$ cat src/include/mic_params.svh
`ifndef MIC_PARAMS_SVH
`define MIC_PARAMS_SVH
// register byte addresses
`define MIC_ADR_CTRL 7'h0B
`define MIC_ADR_REQ0 13'h070C
`define MIC_ADR_PEN0 13'h0716
`define MIC_ADR_PEN1 13'h0717
// shadow copies in bank 63
`define MIC_ADR_SH_STAT 13'h1FE4
`define MIC_ADR_SH_WORKING_REGISTER 13'h1FE5
`define MIC_ADR_SH_BSR 13'h1FE6
`define MIC_ADR_SH_PCH 13'h1FE7
`define MIC_ADR_SH_F0L 13'h1FE8
`define MIC_ADR_SH_F0H 13'h1FE9
`define MIC_ADR_SH_F1L 13'h1FEA
`define MIC_ADR_SH_F1H 13'h1FEB
// control register fields
`define MIC_B_GIE 7
`define MIC_B_PERIPH_IRQ_GATE 6
`define MIC_B_EDGE 0
// enable register 0 fields
`define MIC_B_TMR0 5
`define MIC_B_IOC 4
`define MIC_B_EXT 0
// status bits that are shadowed
`define MIC_STAT_KEEP 8'hE7
// reset values
`define MIC_RST_CTRL 8'h01
`define MIC_RST_PEN 8'h00
// vector and stack
`define MIC_VECTOR 15'h0004
`define MIC_STK_DEPTH 16
`endif

$ cat src/include/mic_pkg.sv
package mic_pkg;
	// sequencer states
	typedef enum logic [1:0] {
		MIC_RUN = 2'b00,
		MIC_POST = 2'b01
	} mic_state_t;
endpackage : mic_pkg

$ cat src/verilog/mic_irq_ctrl.sv
`include "mic_params.svh"
// Function
// wake request reaches core without clock
// software enables wake sources before sleeping
// wake vectors if global enabled, else resumes
// one instruction after sleep runs first
// external pin gives edge triggered request
// edge select bit zero, reset one
// selected edge sets flag, vectors if enabled
// entry pushes return address on stack
// entry copies core registers into shadows
// return reloads registers from shadow copies
// shadows readable and writable in bank 63
// global enable bit seven gates vectoring, not wake
// peripheral gate bit six gates peripherals
// flags set regardless of any enable
// software clears flag before enabling it
// register 0 sources ignore peripheral gate
// register 1 sources need peripheral gate
// register 0 holds timer0, change, pin
// register 1 holds eight peripheral enables
// entry clears global enable, loads vector
// return pops, restores, sets global enable
// pin flag at request register 0 bit 0
// pin request synchronised before vectoring
module mic_irq_ctrl (
	// clock and reset
	input wire logic clk,
	input wire logic reset_n,
	// register port
	input wire logic [12:0] reg_addr,
	input wire logic [7:0] reg_wdata,
	input wire logic reg_wr,
	input wire logic reg_rd,
	output logic [7:0] reg_rdata,
	// flag sources
	input wire logic ext_pin,
	input wire logic timer0_flag,
	input wire logic pin_change_flag,
	input wire logic [7:0] periph1_flags,
	input wire logic periph2_req,
	// core sequencer
	input wire logic sleep_active,
	input wire logic instr_done,
	input wire logic irq_ack,
	input wire logic return_from_irq_instr_exec,
	input wire logic [14:0] core_pc,
	output logic irq_req,
	output logic wake_req,
	output logic pc_load,
	output logic [14:0] pc_value,
	// live core registers
	input wire logic [7:0] working_register,
	input wire logic [7:0] status_reg,
	input wire logic [7:0] bank_select_register,
	input wire logic [7:0] pc_high_latch,
	input wire logic [31:0] indirect_pointer_register,
	// restore path
	output logic restore,
	output logic [7:0] rst_working,
	output logic [7:0] rst_status,
	output logic [7:0] rst_bank,
	output logic [7:0] rst_pch,
	output logic [31:0] rst_pointer
);

////////////////////////////////////////////////////////////////////////////////
// declarations

logic global_irq_enable_ff; // master gate
logic periph_irq_gate_ff; // peripheral gate
logic ext_edge_select_ff; // 1 rising, 0 falling
logic [7:0] pen0_ff; // enable register 0
logic [7:0] pen1_ff; // enable register 1
logic ext_pin_irq_flag_ff; // sticky pin flag
logic [2:0] pin_sync_ff; // synchroniser plus history
logic [7:0] sh_stat_ff;
logic [7:0] sh_working_register_ff;
logic [7:0] sh_bsr_ff;
logic [7:0] sh_pch_ff;
logic [31:0] sh_ptr_ff;
logic [14:0] stack_ff [`MIC_STK_DEPTH];
logic [3:0] sp_ff; // next free slot
logic [7:0] rdata_ff;
mic_pkg::mic_state_t state_ff;
mic_pkg::mic_state_t nxt_state;
logic entry; // interrupt being taken
logic ext_edge; // selected pin edge
logic pend0; // register 0 sources pending
logic pend1; // gated sources pending
logic pending;
logic wr_ctrl;
logic wr_req0;

////////////////////////////////////////////////////////////////////////////////
// request gating

assign wr_ctrl = reg_wr && (reg_addr[6:0] == `MIC_ADR_CTRL);
assign wr_req0 = reg_wr && (reg_addr == `MIC_ADR_REQ0);

// register 0 sources skip the peripheral gate
always_comb begin
	pend0 = (pen0_ff[`MIC_B_TMR0] && timer0_flag)
		|| (pen0_ff[`MIC_B_IOC] && pin_change_flag)
		|| (pen0_ff[`MIC_B_EXT] && ext_pin_irq_flag_ff);
	pend1 = periph_irq_gate_ff && ((|(pen1_ff & periph1_flags)) || periph2_req);
	pending = pend0 || pend1;
end

// no vector while asleep or while the post-wake instruction runs
assign irq_req = global_irq_enable_ff && pending && !sleep_active
	&& (state_ff == mic_pkg::MIC_RUN);
assign entry = irq_ack && irq_req;

// pure gates only, so a stopped clock still wakes the core
assign wake_req = sleep_active && pending;

////////////////////////////////////////////////////////////////////////////////
// external pin edge detect

// first stage feeds only the second
always_ff @(posedge clk or negedge reset_n) begin
	if (!reset_n) begin
		pin_sync_ff <= 3'h0;
	end else begin
		pin_sync_ff <= {pin_sync_ff[1:0], ext_pin};
	end
end

// compare stages two and three against the chosen polarity
assign ext_edge = ext_edge_select_ff ?
	(pin_sync_ff[1] && !pin_sync_ff[2]) :
	(!pin_sync_ff[1] && pin_sync_ff[2]);

// set wins over a software clear in the same cycle
always_ff @(posedge clk or negedge reset_n) begin
	if (!reset_n) begin
		ext_pin_irq_flag_ff <= 1'b0;
	end else if (ext_edge) begin
		ext_pin_irq_flag_ff <= 1'b1;
	end else if (wr_req0) begin
		ext_pin_irq_flag_ff <= reg_wdata[0];
	end
end

////////////////////////////////////////////////////////////////////////////////
// control and enable registers

// hardware entry and return override a software write
always_ff @(posedge clk or negedge reset_n) begin
	if (!reset_n) begin
		global_irq_enable_ff <= 1'b0;
	end else if (entry) begin
		global_irq_enable_ff <= 1'b0;
	end else if (return_from_irq_instr_exec) begin
		global_irq_enable_ff <= 1'b1;
	end else if (wr_ctrl) begin
		global_irq_enable_ff <= reg_wdata[`MIC_B_GIE];
	end
end

// remaining control bits
always_ff @(posedge clk or negedge reset_n) begin
	if (!reset_n) begin
		periph_irq_gate_ff <= 1'(`MIC_RST_CTRL >> `MIC_B_PERIPH_IRQ_GATE);
		ext_edge_select_ff <= 1'b1;
	end else if (wr_ctrl) begin
		periph_irq_gate_ff <= reg_wdata[`MIC_B_PERIPH_IRQ_GATE];
		ext_edge_select_ff <= reg_wdata[`MIC_B_EDGE];
	end
end

// enable registers; unused bits of register 0 stay zero
always_ff @(posedge clk or negedge reset_n) begin
	if (!reset_n) begin
		pen0_ff <= `MIC_RST_PEN;
		pen1_ff <= `MIC_RST_PEN;
	end else if (reg_wr) begin
		if (reg_addr == `MIC_ADR_PEN0) begin
			pen0_ff <= reg_wdata & 8'h31;
		end else if (reg_addr == `MIC_ADR_PEN1) begin
			pen1_ff <= reg_wdata;
		end
	end
end

////////////////////////////////////////////////////////////////////////////////
// shadow registers

// entry snapshot beats a software write
always_ff @(posedge clk or negedge reset_n) begin
	if (!reset_n) begin
		sh_stat_ff <= 8'h00;
		sh_working_register_ff <= 8'h00;
		sh_bsr_ff <= 8'h00;
		sh_pch_ff <= 8'h00;
		sh_ptr_ff <= 32'h0;
	end else if (entry) begin
		sh_stat_ff <= status_reg & `MIC_STAT_KEEP;
		sh_working_register_ff <= working_register;
		sh_bsr_ff <= bank_select_register;
		sh_pch_ff <= pc_high_latch;
		sh_ptr_ff <= indirect_pointer_register;
	end else if (reg_wr) begin
		if (reg_addr == `MIC_ADR_SH_STAT) begin
			sh_stat_ff <= reg_wdata & `MIC_STAT_KEEP;
		end else if (reg_addr == `MIC_ADR_SH_WORKING_REGISTER) begin
			sh_working_register_ff <= reg_wdata;
		end else if (reg_addr == `MIC_ADR_SH_BSR) begin
			sh_bsr_ff <= reg_wdata;
		end else if (reg_addr == `MIC_ADR_SH_PCH) begin
			sh_pch_ff <= reg_wdata;
		end else if (reg_addr == `MIC_ADR_SH_F0L) begin
			sh_ptr_ff[7:0] <= reg_wdata;
		end else if (reg_addr == `MIC_ADR_SH_F0H) begin
			sh_ptr_ff[15:8] <= reg_wdata;
		end else if (reg_addr == `MIC_ADR_SH_F1L) begin
			sh_ptr_ff[23:16] <= reg_wdata;
		end else if (reg_addr == `MIC_ADR_SH_F1H) begin
			sh_ptr_ff[31:24] <= reg_wdata;
		end
	end
end

// restore strobe; core overwrites its live copies with these
always_ff @(posedge clk or negedge reset_n) begin
	if (!reset_n) begin
		restore <= 1'b0;
	end else begin
		restore <= return_from_irq_instr_exec;
	end
end
assign rst_working = sh_working_register_ff;
assign rst_status = sh_stat_ff;
assign rst_bank = sh_bsr_ff;
assign rst_pch = sh_pch_ff;
assign rst_pointer = sh_ptr_ff;

////////////////////////////////////////////////////////////////////////////////
// return stack and program counter load

// overflow wraps silently, as small cores do
always_ff @(posedge clk) begin
	if (entry) begin
		stack_ff[sp_ff] <= core_pc;
	end
end

// pointer moves on entry and return
always_ff @(posedge clk or negedge reset_n) begin
	if (!reset_n) begin
		sp_ff <= 4'h0;
	end else if (entry) begin
		sp_ff <= sp_ff + 4'h1;
	end else if (return_from_irq_instr_exec) begin
		sp_ff <= sp_ff - 4'h1;
	end
end

// vector on entry, popped address on return
always_ff @(posedge clk or negedge reset_n) begin
	if (!reset_n) begin
		pc_load <= 1'b0;
		pc_value <= 15'h0000;
	end else begin
		pc_load <= entry || return_from_irq_instr_exec;
		if (entry) begin
			pc_value <= `MIC_VECTOR;
		end else if (return_from_irq_instr_exec) begin
			pc_value <= stack_ff[sp_ff - 4'h1];
		end
	end
end

////////////////////////////////////////////////////////////////////////////////
// wake sequencer

// a wake with vectoring enabled first lets one instruction run
always_comb begin
	nxt_state = state_ff;
	case (state_ff)
		mic_pkg::MIC_RUN: begin
			if (wake_req && global_irq_enable_ff) begin
				nxt_state = mic_pkg::MIC_POST;
			end
		end
		mic_pkg::MIC_POST: begin
			if (instr_done && !sleep_active) begin
				nxt_state = mic_pkg::MIC_RUN;
			end
		end
		default: begin
			nxt_state = mic_pkg::MIC_RUN;
		end
	endcase
end

// state register
always_ff @(posedge clk or negedge reset_n) begin
	if (!reset_n) begin
		state_ff <= mic_pkg::MIC_RUN;
	end else begin
		state_ff <= nxt_state;
	end
end

////////////////////////////////////////////////////////////////////////////////
// read path

// data stands in the cycle after the strobe only
always_ff @(posedge clk or negedge reset_n) begin
	if (!reset_n) begin
		rdata_ff <= 8'h00;
	end else if (!reg_rd) begin
		rdata_ff <= 8'h00;
	end else if (reg_addr[6:0] == `MIC_ADR_CTRL) begin
		rdata_ff <= {global_irq_enable_ff, periph_irq_gate_ff, 5'h00, ext_edge_select_ff};
	end else if (reg_addr == `MIC_ADR_REQ0) begin
		rdata_ff <= {2'h0, timer0_flag, pin_change_flag, 3'h0, ext_pin_irq_flag_ff};
	end else if (reg_addr == `MIC_ADR_PEN0) begin
		rdata_ff <= pen0_ff;
	end else if (reg_addr == `MIC_ADR_PEN1) begin
		rdata_ff <= pen1_ff;
	end else if (reg_addr == `MIC_ADR_SH_STAT) begin
		rdata_ff <= sh_stat_ff;
	end else if (reg_addr == `MIC_ADR_SH_WORKING_REGISTER) begin
		rdata_ff <= sh_working_register_ff;
	end else if (reg_addr == `MIC_ADR_SH_BSR) begin
		rdata_ff <= sh_bsr_ff;
	end else if (reg_addr == `MIC_ADR_SH_PCH) begin
		rdata_ff <= sh_pch_ff;
	end else if (reg_addr == `MIC_ADR_SH_F0L) begin
		rdata_ff <= sh_ptr_ff[7:0];
	end else if (reg_addr == `MIC_ADR_SH_F0H) begin
		rdata_ff <= sh_ptr_ff[15:8];
	end else if (reg_addr == `MIC_ADR_SH_F1L) begin
		rdata_ff <= sh_ptr_ff[23:16];
	end else if (reg_addr == `MIC_ADR_SH_F1H) begin
		rdata_ff <= sh_ptr_ff[31:24];
	end else begin
		rdata_ff <= 8'h00;
	end
end
assign reg_rdata = rdata_ff;
endmodule : mic_irq_ctrl

$ cat config.mk
export PLATFORM = sky130hd
export DESIGN_NAME = mic_irq_ctrl
export DESIGN_NICKNAME = d
export VERILOG_FILES = /design/src/include/mic_pkg.sv /design/src/verilog/mic_irq_ctrl.sv
export VERILOG_INCLUDE_DIRS = /design/src /design/src/include
export SDC_FILE = /design/constraint.sdc
export NUM_CORES = 1
export LEC_CHECK = 0
export BUFFER_PORTS_ARGS = -buffer_cell sky130_fd_sc_hd__buf_2
export CORE_ASPECT_RATIO = 0.5
export CORE_MARGIN = 2
export CORE_UTILIZATION = 30
export CTS_CLUSTER_DIAMETER = 30
export CTS_CLUSTER_SIZE = 14
export DETAILED_ROUTE_END_ITERATION = 7
export GPL_ROUTABILITY_DRIVEN = 0
export PLACE_DENSITY_LB_ADDON = 0.12
export SYNTH_ARGS = -nofsm -noshare
export SYNTH_HDL_FRONTEND = slang
export SYNTH_SLANG_ARGS = --single-unit
$ cat constraint.sdc
create_clock -name clk -period 5.3 [get_ports clk]
set_clock_uncertainty 0.2 [all_clocks]
set_input_delay 0 -clock clk [delete_from_list [all_inputs] [get_ports clk]]
set_output_delay 0 -clock clk [all_outputs]
set_load 0.03 [all_outputs]
==> metrics.log, run 1 <==
[metrics] DRC marker count from the first detailed-route iteration: between 600 and 700
[metrics] CTS H-Tree Depth: 2
[metrics] DP Area: between 0.015 and 0.02 mm²
[metrics] source of the worst register-to-register timing path: global_irq_enable_ff
[metrics] endpoint of the lowest-slack register-to-register path: rst_pointer[6]
[metrics] leakage dissipation: 8.319 nW
[metrics] critical path endpoint category: flip-flop
[metrics] portion of total power attributed to the clock network: 0.392
[metrics] cell internal pwr: around 7.1 mW
[metrics] DIE AREA: ~0.052 mm²
[metrics] number of placement rows: 58
[metrics] slew of the pin with the lowest slew margin: around 1.2 ns
[metrics] min cycle time layout: about 3.7 ns
[metrics] antenna violations before repair: 0
[metrics] Worst Setup SP: global_irq_enable_ff
[metrics] global routing usage summed across all routing layers: 0.1728
[metrics] number of antenna cells inserted: 0
[metrics] Routed Antenna Nets: 0
[metrics] net switching share of the total power: 0.3025
[metrics] share of total power in sequential cells: 0.330
[metrics] maximum number of pins on one net before global-route repair: 101
[metrics] DP Cell Count: ~1800
[metrics] Core Area: about 0.05 mm²
[metrics] number of remaining DRC errors: 0
[metrics] floorplan die width: roughly 320 µm
[metrics] proportion of layout cells with a drive suffix above 1: 0.3221
[metrics] result of the run: finished clean
[metrics] sum of overflow across all layers after global routing: 0
[metrics] cell area after layout: approximately 0.022 mm²
[metrics] count of buffers added by post-CTS timing repair for setup: 0
[metrics] top area cells in the synthesized netlist: edfxtp_1 48%, dfrtp_1 18%, mux4_2 10%
[metrics] count of port buffers added during placement: 206
[metrics] setup-violating endpoint count in the final report: 0
[metrics] sequential fraction of the synthesis area: 0.6596
[metrics] post-synthesis instance area: approximately 0.015 mm²
[metrics] Max VDD drop: roughly 0.00043 V
[metrics] number of cells on the worst hold path: 6
[metrics] post-DR vias/cell: 4.822
[metrics] number of maximum-capacitance violations: 0
[metrics] critical path data arrival time: 3.93 ns
[metrics] top cell type by total area after synthesis: edfxtp_1
[metrics] final critical-path share of the clock period: 0.6954
[metrics] count of fill cells added during filler insertion: 4571
[metrics] proportion of power drawn by combinational gates: 0.277
[metrics] number of synthesized register bits: 350
[metrics] max-slew violation count: 0
[metrics] logic depth of the worst register-to-register path: 7
[metrics] Clock Pin Slew Worst Setup and Hold Paths: around 0.05 ns
[metrics] Data required, critical path: approximately 5.5 ns
[metrics] maximum achievable frequency: ~270 MHz
[metrics] worst-case register-to-register setup slack: roughly 1.6 ns
[metrics] number of global-route vias before repair: ~11000
[metrics] wire length per cell: about 21 µm
[metrics] reported net switching power: between 3 and 4 mW
[metrics] number of enable-type register cells in the synthesized netlist: 240
[metrics] clock latency on the worst-skew pair: approximately 0.59 ns
[metrics] clk buf depth: 3
[metrics] Final Hold Viols: 0
[metrics] vias: slightly above 10000
[metrics] quantity of hold-fixing buffers added after cts: about 240
[metrics] hold_sp: periph2_req
[metrics] post-detailed-routing wire length: about 45000 µm
[metrics] most frequent cells after synthesis: 240 x edfxtp_1, 109 x dfrtp_1, 85 x nand2_1
[metrics] remaining max-slew budget at the tightest pin: 0.1966
[metrics] number of distinct library cell variants in the gate-level netlist after synthesis: 69
[metrics] WHS Endpoint: pc_value[2]
[metrics] power density relative to cell area: about 470 mW/mm²
[metrics] startpoint types: flip-flop
[metrics] relative area change from synthesis to final layout: 42.46%
[metrics] count of cells resized by post-cts repair: 0
[metrics] top_reg_cell synth: edfxtp_1
[metrics] most used standard cell by instance count after synthesis: edfxtp_1
[metrics] drt first pass iters: 5
[metrics] global-route wire length before repair: between 60000 and 70000 µm
[metrics] non-filler cells, final: 2150
[metrics] share of synthesized flip-flops with an asynchronous set or reset: 0.3143
[metrics] clk sinks: 350
[metrics] syn avg cell area: around 16 µm²
[metrics] setup repair after global routing missed its margin: no
[metrics] height of the die: approximately 160 µm
[metrics] dpl hpwl: approximately 27000 µm
[metrics] warnings from Yosys: 0
[metrics] crit path max fanout: 100
[metrics] portion of synthesized cell area occupied by the leading cell type: 0.4772
[metrics] Initial Util: 0.3020
[metrics] CTS Buf Count: 60
[metrics] Root Buffer: clkbuf_16
[metrics] CP Class: flip-flop to flip-flop
[metrics] total power of the final layout: slightly above 10 mW
[metrics] Gate Count Post-Synth: between 900 and 1000
[metrics] I/O pin total: between 200 and 250
[metrics] Hold Path Class: primary input to flip-flop
[metrics] clock tree from TritonCTS: yes
[metrics] Final Hold Slack: approximately 0.019 ns
[metrics] net count reported at finish: 1563
[metrics] Setup Total Neg Slack: 0 ns
worst max-delay path, stage by stage, from the launching register on:
cell and delay, ns:
dfrtp_1 0.51, nand2_1 0.08, nor3_1 0.21, a21boi_4 0.26
buf_4 0.52, buf_4 0.83, o21ai_0 0.25, dlygate4sd3_1 0.62
metal layers:
| layer | global-route usage | vias to the layer above | wire length (µm) |
|---|---|---|---|
| li1 | - | 4706 | - |
| met2 | 0.2961 | 235 | 22080 |
| met5 | 0 | - | 0 |
| met4 | 0.04014 | 0 | 804 |
| met3 | 0.03283 | 64 | 1883 |
| met1 | 0.2280 | 5362 | 20430 |
cell type report:
class / count / area, µm² / share of cell area
Multi-Input combinational cell: 546 / 4927 / 0.2290
Clock inverter: 41 / 446.7 / 0.02076
Sequential cell: 350 / 9965 / 0.4632
Timing Repair Buffer: 471 / 3643 / 0.1694
Inverter: 9 / 33.78 / 0.001570
Clock buffer: 73 / 1673 / 0.07775
Tap cell: 660 / 825.8 / 0.03838
cells by family (layout without fill, tap and decap cells):
kind of cell / count (synthesis) / in the layout / synth area share
mux: 179 / 179 / 0.1777
xor+xnor: 5 / 5 / 0.002900
simple gates: 205 / 205 / 0.07225
buf+inv: 75 / 594 / 0.02129
flops: 350 / 350 / 0.6596
compound gates: 150 / 150 / 0.06189
fa+ha+maj: 5 / 5 / 0.004143
other cells: 1 / 2 / 0.0002483
through the flow:
step | util | worst slack, ns
2_1_floorplan | - | 1.944
3_3_place_gp | 0.3393 | 1.599
3_5_place_dp | 0.3393 | 1.578
4_1_cts | 0.4303 | 1.577
5_1_grt | 0.4303 | 1.381
6_report | 0.4303 | 1.614
sequential cells by signal, summed over array words and instances (netlist names), 3 cells and up:
register     cells
stack_ff       240
rst_pointer     32
pc_value        15
pen1_ff          8
reg_rdata        8
rst_bank         8
rst_pch          8
rst_working      8
rst_status       6
sp_ff            4
pen0_ff          3
pin_sync_ff      3
worst max-delay path by stage:
stage                     end  slack (ns)  cells after the start
2_1_floorplan  stack_ff[0][0]        1.94                      5
5_1_grt         rst_status[7]        1.38                      7
3_3_place_gp     pc_value[11]        1.60                      6
3_5_place_dp      pc_value[2]        1.58                      6
4_1_cts           pc_value[2]        1.58                      6
6_report       rst_pointer[6]        1.61                      7
cells in the final DEF, fill, tap and decap left out, types with 15 or more instances in the layout:
| cell | instances |
|---|---|
| a21oi_1 | 18 |
| a221oi_1 | 15 |
| buf_2 | 205 |
| buf_4 | 25 |
| clkbuf_16 | 62 |
| dfrtp_1 | 108 |
| dlygate4sd3_1 | 240 |
| edfxtp_1 | 240 |
| mux2_2 | 43 |
| mux2i_1 | 69 |
| mux4_2 | 67 |
| nand2_1 | 85 |
| nor2_1 | 26 |
| nor2b_1 | 20 |
| o21ai_0 | 59 |
| o21ai_1 | 19 |
power by group through the flow:
stage	Sequential, mW	Clock, mW	Combinational [mW]
finish	3.35	3.98	2.81
global route	3.38	4.20	3.04
CTS	3.36	4.06	2.86
detailed placement	3.41	0	2.63
global placement	3.41	0	2.63
floorplan	3.53	0	1.68
(Power assumes the default switching activity.)
==> run 2: changes to the inputs <==
clock period = 3.8 ns   (was 5.3 ns; I/O delays follow)
==> run 2 against run 1 <==
Design area up 1.3%. Setup slack worse by 1.3 ns. Core utilization up 0.56 points. Hold slack better by 0.015 ns. Clock power up 48%. Register-to-register slack worse by 1.1 ns. Global-route usage up 0.79 points. Wire length up 4.0%. Sequential cell count unchanged. Sequential power up 38%. Largest cell class unchanged. Highest routed layer unchanged.
==> metrics.log, run 2 (synthesis gave the netlist of run 1 again) <==
[metrics] DR top layer: met4
[metrics] maximum number of pins on one net before global-route repair: 145 (+44%)
[metrics] post-route met1 wirelength: 21010 µm (+2.8%)
[metrics] floorplan die width: 321.3 µm (unchanged)
[metrics] min cycle time layout: between 3 and 4 ns
[metrics] CTS H-Tree Depth: 3 (+1)
[metrics] proportion of layout cells with a drive suffix above 1: 0.3263 (+0.004126)
[metrics] number of maximum-capacitance violations: 0 (unchanged)
[metrics] I/O pin total: 211 (unchanged)
[metrics] leakage dissipation: 8.455 nW (+1.6%)
[metrics] dpl hpwl: 28160 µm (+3.7%)
[metrics] CP Class: primary input to flip-flop
[metrics] Routed Antenna Nets: 0 (unchanged)
[metrics] Clock Pin Slew Worst Setup and Hold Paths: 0.04 ns (about the same)
[metrics] clock latency on the worst-skew pair: 0.57 ns (-0.02 ns)
[metrics] number of remaining DRC errors: 0 (unchanged)
[metrics] Initial Util: 0.3020 (unchanged)
[metrics] drt first pass iters: 5 (unchanged)
[metrics] commonest non-fill, non-tap cell in the layout: dlygate4sd3_1
[metrics] setup ws final: 0.3262 ns (-1.288 ns)
[metrics] Data required, critical path: 4.03 ns (-1.51 ns)
[metrics] post-DR vias/cell: 4.911 (+1.8%)
[metrics] source of the worst register-to-register timing path: pen1_ff[2]
[metrics] DP Area: 0.01705 mm² (+0.52%)
[metrics] setup-violating endpoint count in the final report: 0 (unchanged)
[metrics] count of port buffers added during placement: 206 (unchanged)
[metrics] clock tree from TritonCTS: yes
[metrics] count of fill cells added during filler insertion: 4540 (-0.68%)
[metrics] post-detailed-routing wire length: 47000 µm (+4.0%)
[metrics] power density relative to cell area: 671.6 mW/mm² (+43%)
[metrics] flip-flop count of the largest register after layout: 240 (unchanged)
[metrics] number of placement rows: 58 (unchanged)
[metrics] clk sinks: 350 (unchanged)
[metrics] clk buf depth: 3 (unchanged)
[metrics] total power of the final layout: 14.64 mW (+44%)
[metrics] DP Cell Count: 1805 (+0.56%)
[metrics] cell area after layout: 0.02180 mm² (+1.3%)
[metrics] non-filler cells, final: 2171 (+0.98%)
[metrics] final critical-path share of the clock period: 0.9141
[metrics] maximum achievable frequency: approximately 290 MHz
[metrics] routed length on met3: 2103 µm (+12%)
[metrics] Hold Path Class: primary input to flip-flop
[metrics] global routing usage summed across all routing layers: 0.1807 (+0.007898)
[metrics] sum of overflow across all layers after global routing: 0 (unchanged)
[metrics] Largest Register: stack_ff
[metrics] relative area change from synthesis to final layout: 44.32%
[metrics] met2 WL post-DR: 22810 µm (+3.3%)
[metrics] result of the run: finished clean
[metrics] Root Buffer: clkbuf_16
[metrics] worst slack, placed: 0.6091 ns (-0.9693 ns)
[metrics] vias: 10661 (+2.8%)
[metrics] net count reported at finish: 1582 (+1.2%)
[metrics] count of buffers added by post-CTS timing repair for setup: 0 (unchanged)
[metrics] worst-case register-to-register setup slack: 0.55 ns (-1.06 ns)
[metrics] Final Hold Viols: 0 (unchanged)
[metrics] critical path endpoint category: flip-flop
[metrics] remaining max-slew budget at the tightest pin: 0.02564 (-0.1709)
[metrics] Core Util, Final: 0.4359 (+0.005630)
[metrics] height of the die: 162.7 µm (unchanged)
[metrics] number of global-route vias before repair: 11234 (+1.9%)
[metrics] Setup Total Neg Slack: 0 ns (unchanged)
[metrics] setup repair after global routing missed its margin: no
[metrics] antenna violations before repair: 0 (unchanged)
[metrics] Final Hold Slack: 0.03373 ns (+0.01503 ns)
[metrics] Worst Setup SP: reg_addr[4]
[metrics] area of the multi-input gates: 0.004892 mm² (-0.71%)
[metrics] Core Area: 0.05000 mm² (unchanged)
[metrics] Max VDD drop: 0.0004065 V (-6.0%)
[metrics] startpoint types: primary input
[metrics] max-slew violation count: 0 (unchanged)
[metrics] endpoint of the lowest-slack register-to-register path: stack_ff[3][10]
[metrics] global-route wire length before repair: 69980 µm (+3.3%)
[metrics] DRC marker count from the first detailed-route iteration: 681 (+4.8%)
[metrics] critical path data arrival time: 3.70 ns (-0.23 ns)
[metrics] CTS Buf Count: 67 (+12%)
[metrics] slew of the pin with the lowest slew margin: 1.458 ns (+0.2539 ns)
[metrics] number of cells on the worst hold path: 5 (-1)
[metrics] crit path max fanout: 8 (-92%)
[metrics] most used cells in the layout excluding fill and tap cells: 241 x dlygate4sd3_1, 240 x edfxtp_1, 205 x buf_2, 108 x dfrtp_1, 84 x nand2_1
[metrics] number of antenna cells inserted: 0 (unchanged)
[metrics] critical path capture point: rst_pointer[23]
[metrics] wire length per cell: 21.65 µm (+3.0%)
[metrics] DIE AREA: 0.05226 mm² (unchanged)
[metrics] logic depth of the worst register-to-register path: 6 (-1)
[metrics] FF+latch area: 0.009965 mm² (unchanged)
[run 2: worst max-delay path, stage by stage]
cell,delay [ns]
dlygate4sd3_1,0.54
buf_2,0.17
nand4b_1,0.27
dlygate4sd3_1,0.65
nor2_2,0.34
nand3_4,0.21
nor3_4,0.58
mux2i_1,0.25
o21ai_0,0.09
dlygate4sd3_1,0.59
[run 2: routing by layer]
layer	vias up	track usage
li1	4757	-
met1	5541	0.2401
met2	287	0.3002
met3	76	0.03407
met4	0	0.05862
met5	-	0
[run 2: how the worst min path moves through the flow]
stage                           to         from
2_1_floorplan  ext_pin_irq_flag_ff      reset_n
3_3_place_gp        pin_sync_ff[0]      ext_pin
3_5_place_dp        pin_sync_ff[0]      ext_pin
4_1_cts               reg_rdata[1]  reg_addr[8]
5_1_grt               reg_rdata[1]  reg_addr[8]
6_report              reg_rdata[1]  reg_addr[8]
[run 2: repair_timing]
item / CTS / global route
gates resized for setup: 0 / 1
endpoints found under the setup margin: 0 / 1
hold endpoints to repair: 404 / 0
hold buffers: 242 / 0
[run 2: area by class of cell]
| class | instances | share of cell area |
|---|---|---|
| Timing Repair Buffer | 483 | 0.1737 |
| Tap cell | 660 | 0.03789 |
| Clock buffer | 87 | 0.08640 |
| Clock inverter | 36 | 0.01883 |
| Sequential cell | 350 | 0.4572 |
| Multi-Input combinational cell | 546 | 0.2245 |
| Inverter | 9 | 0.001550 |
[run 2: report_power, final]
part | internal [mW] | total [mW] | switching [mW]
Combinational | 2.03 | 4.12 | 2.09
Sequential | 4.33 | 4.61 | 0.276
Clock | 3.82 | 5.91 | 2.09
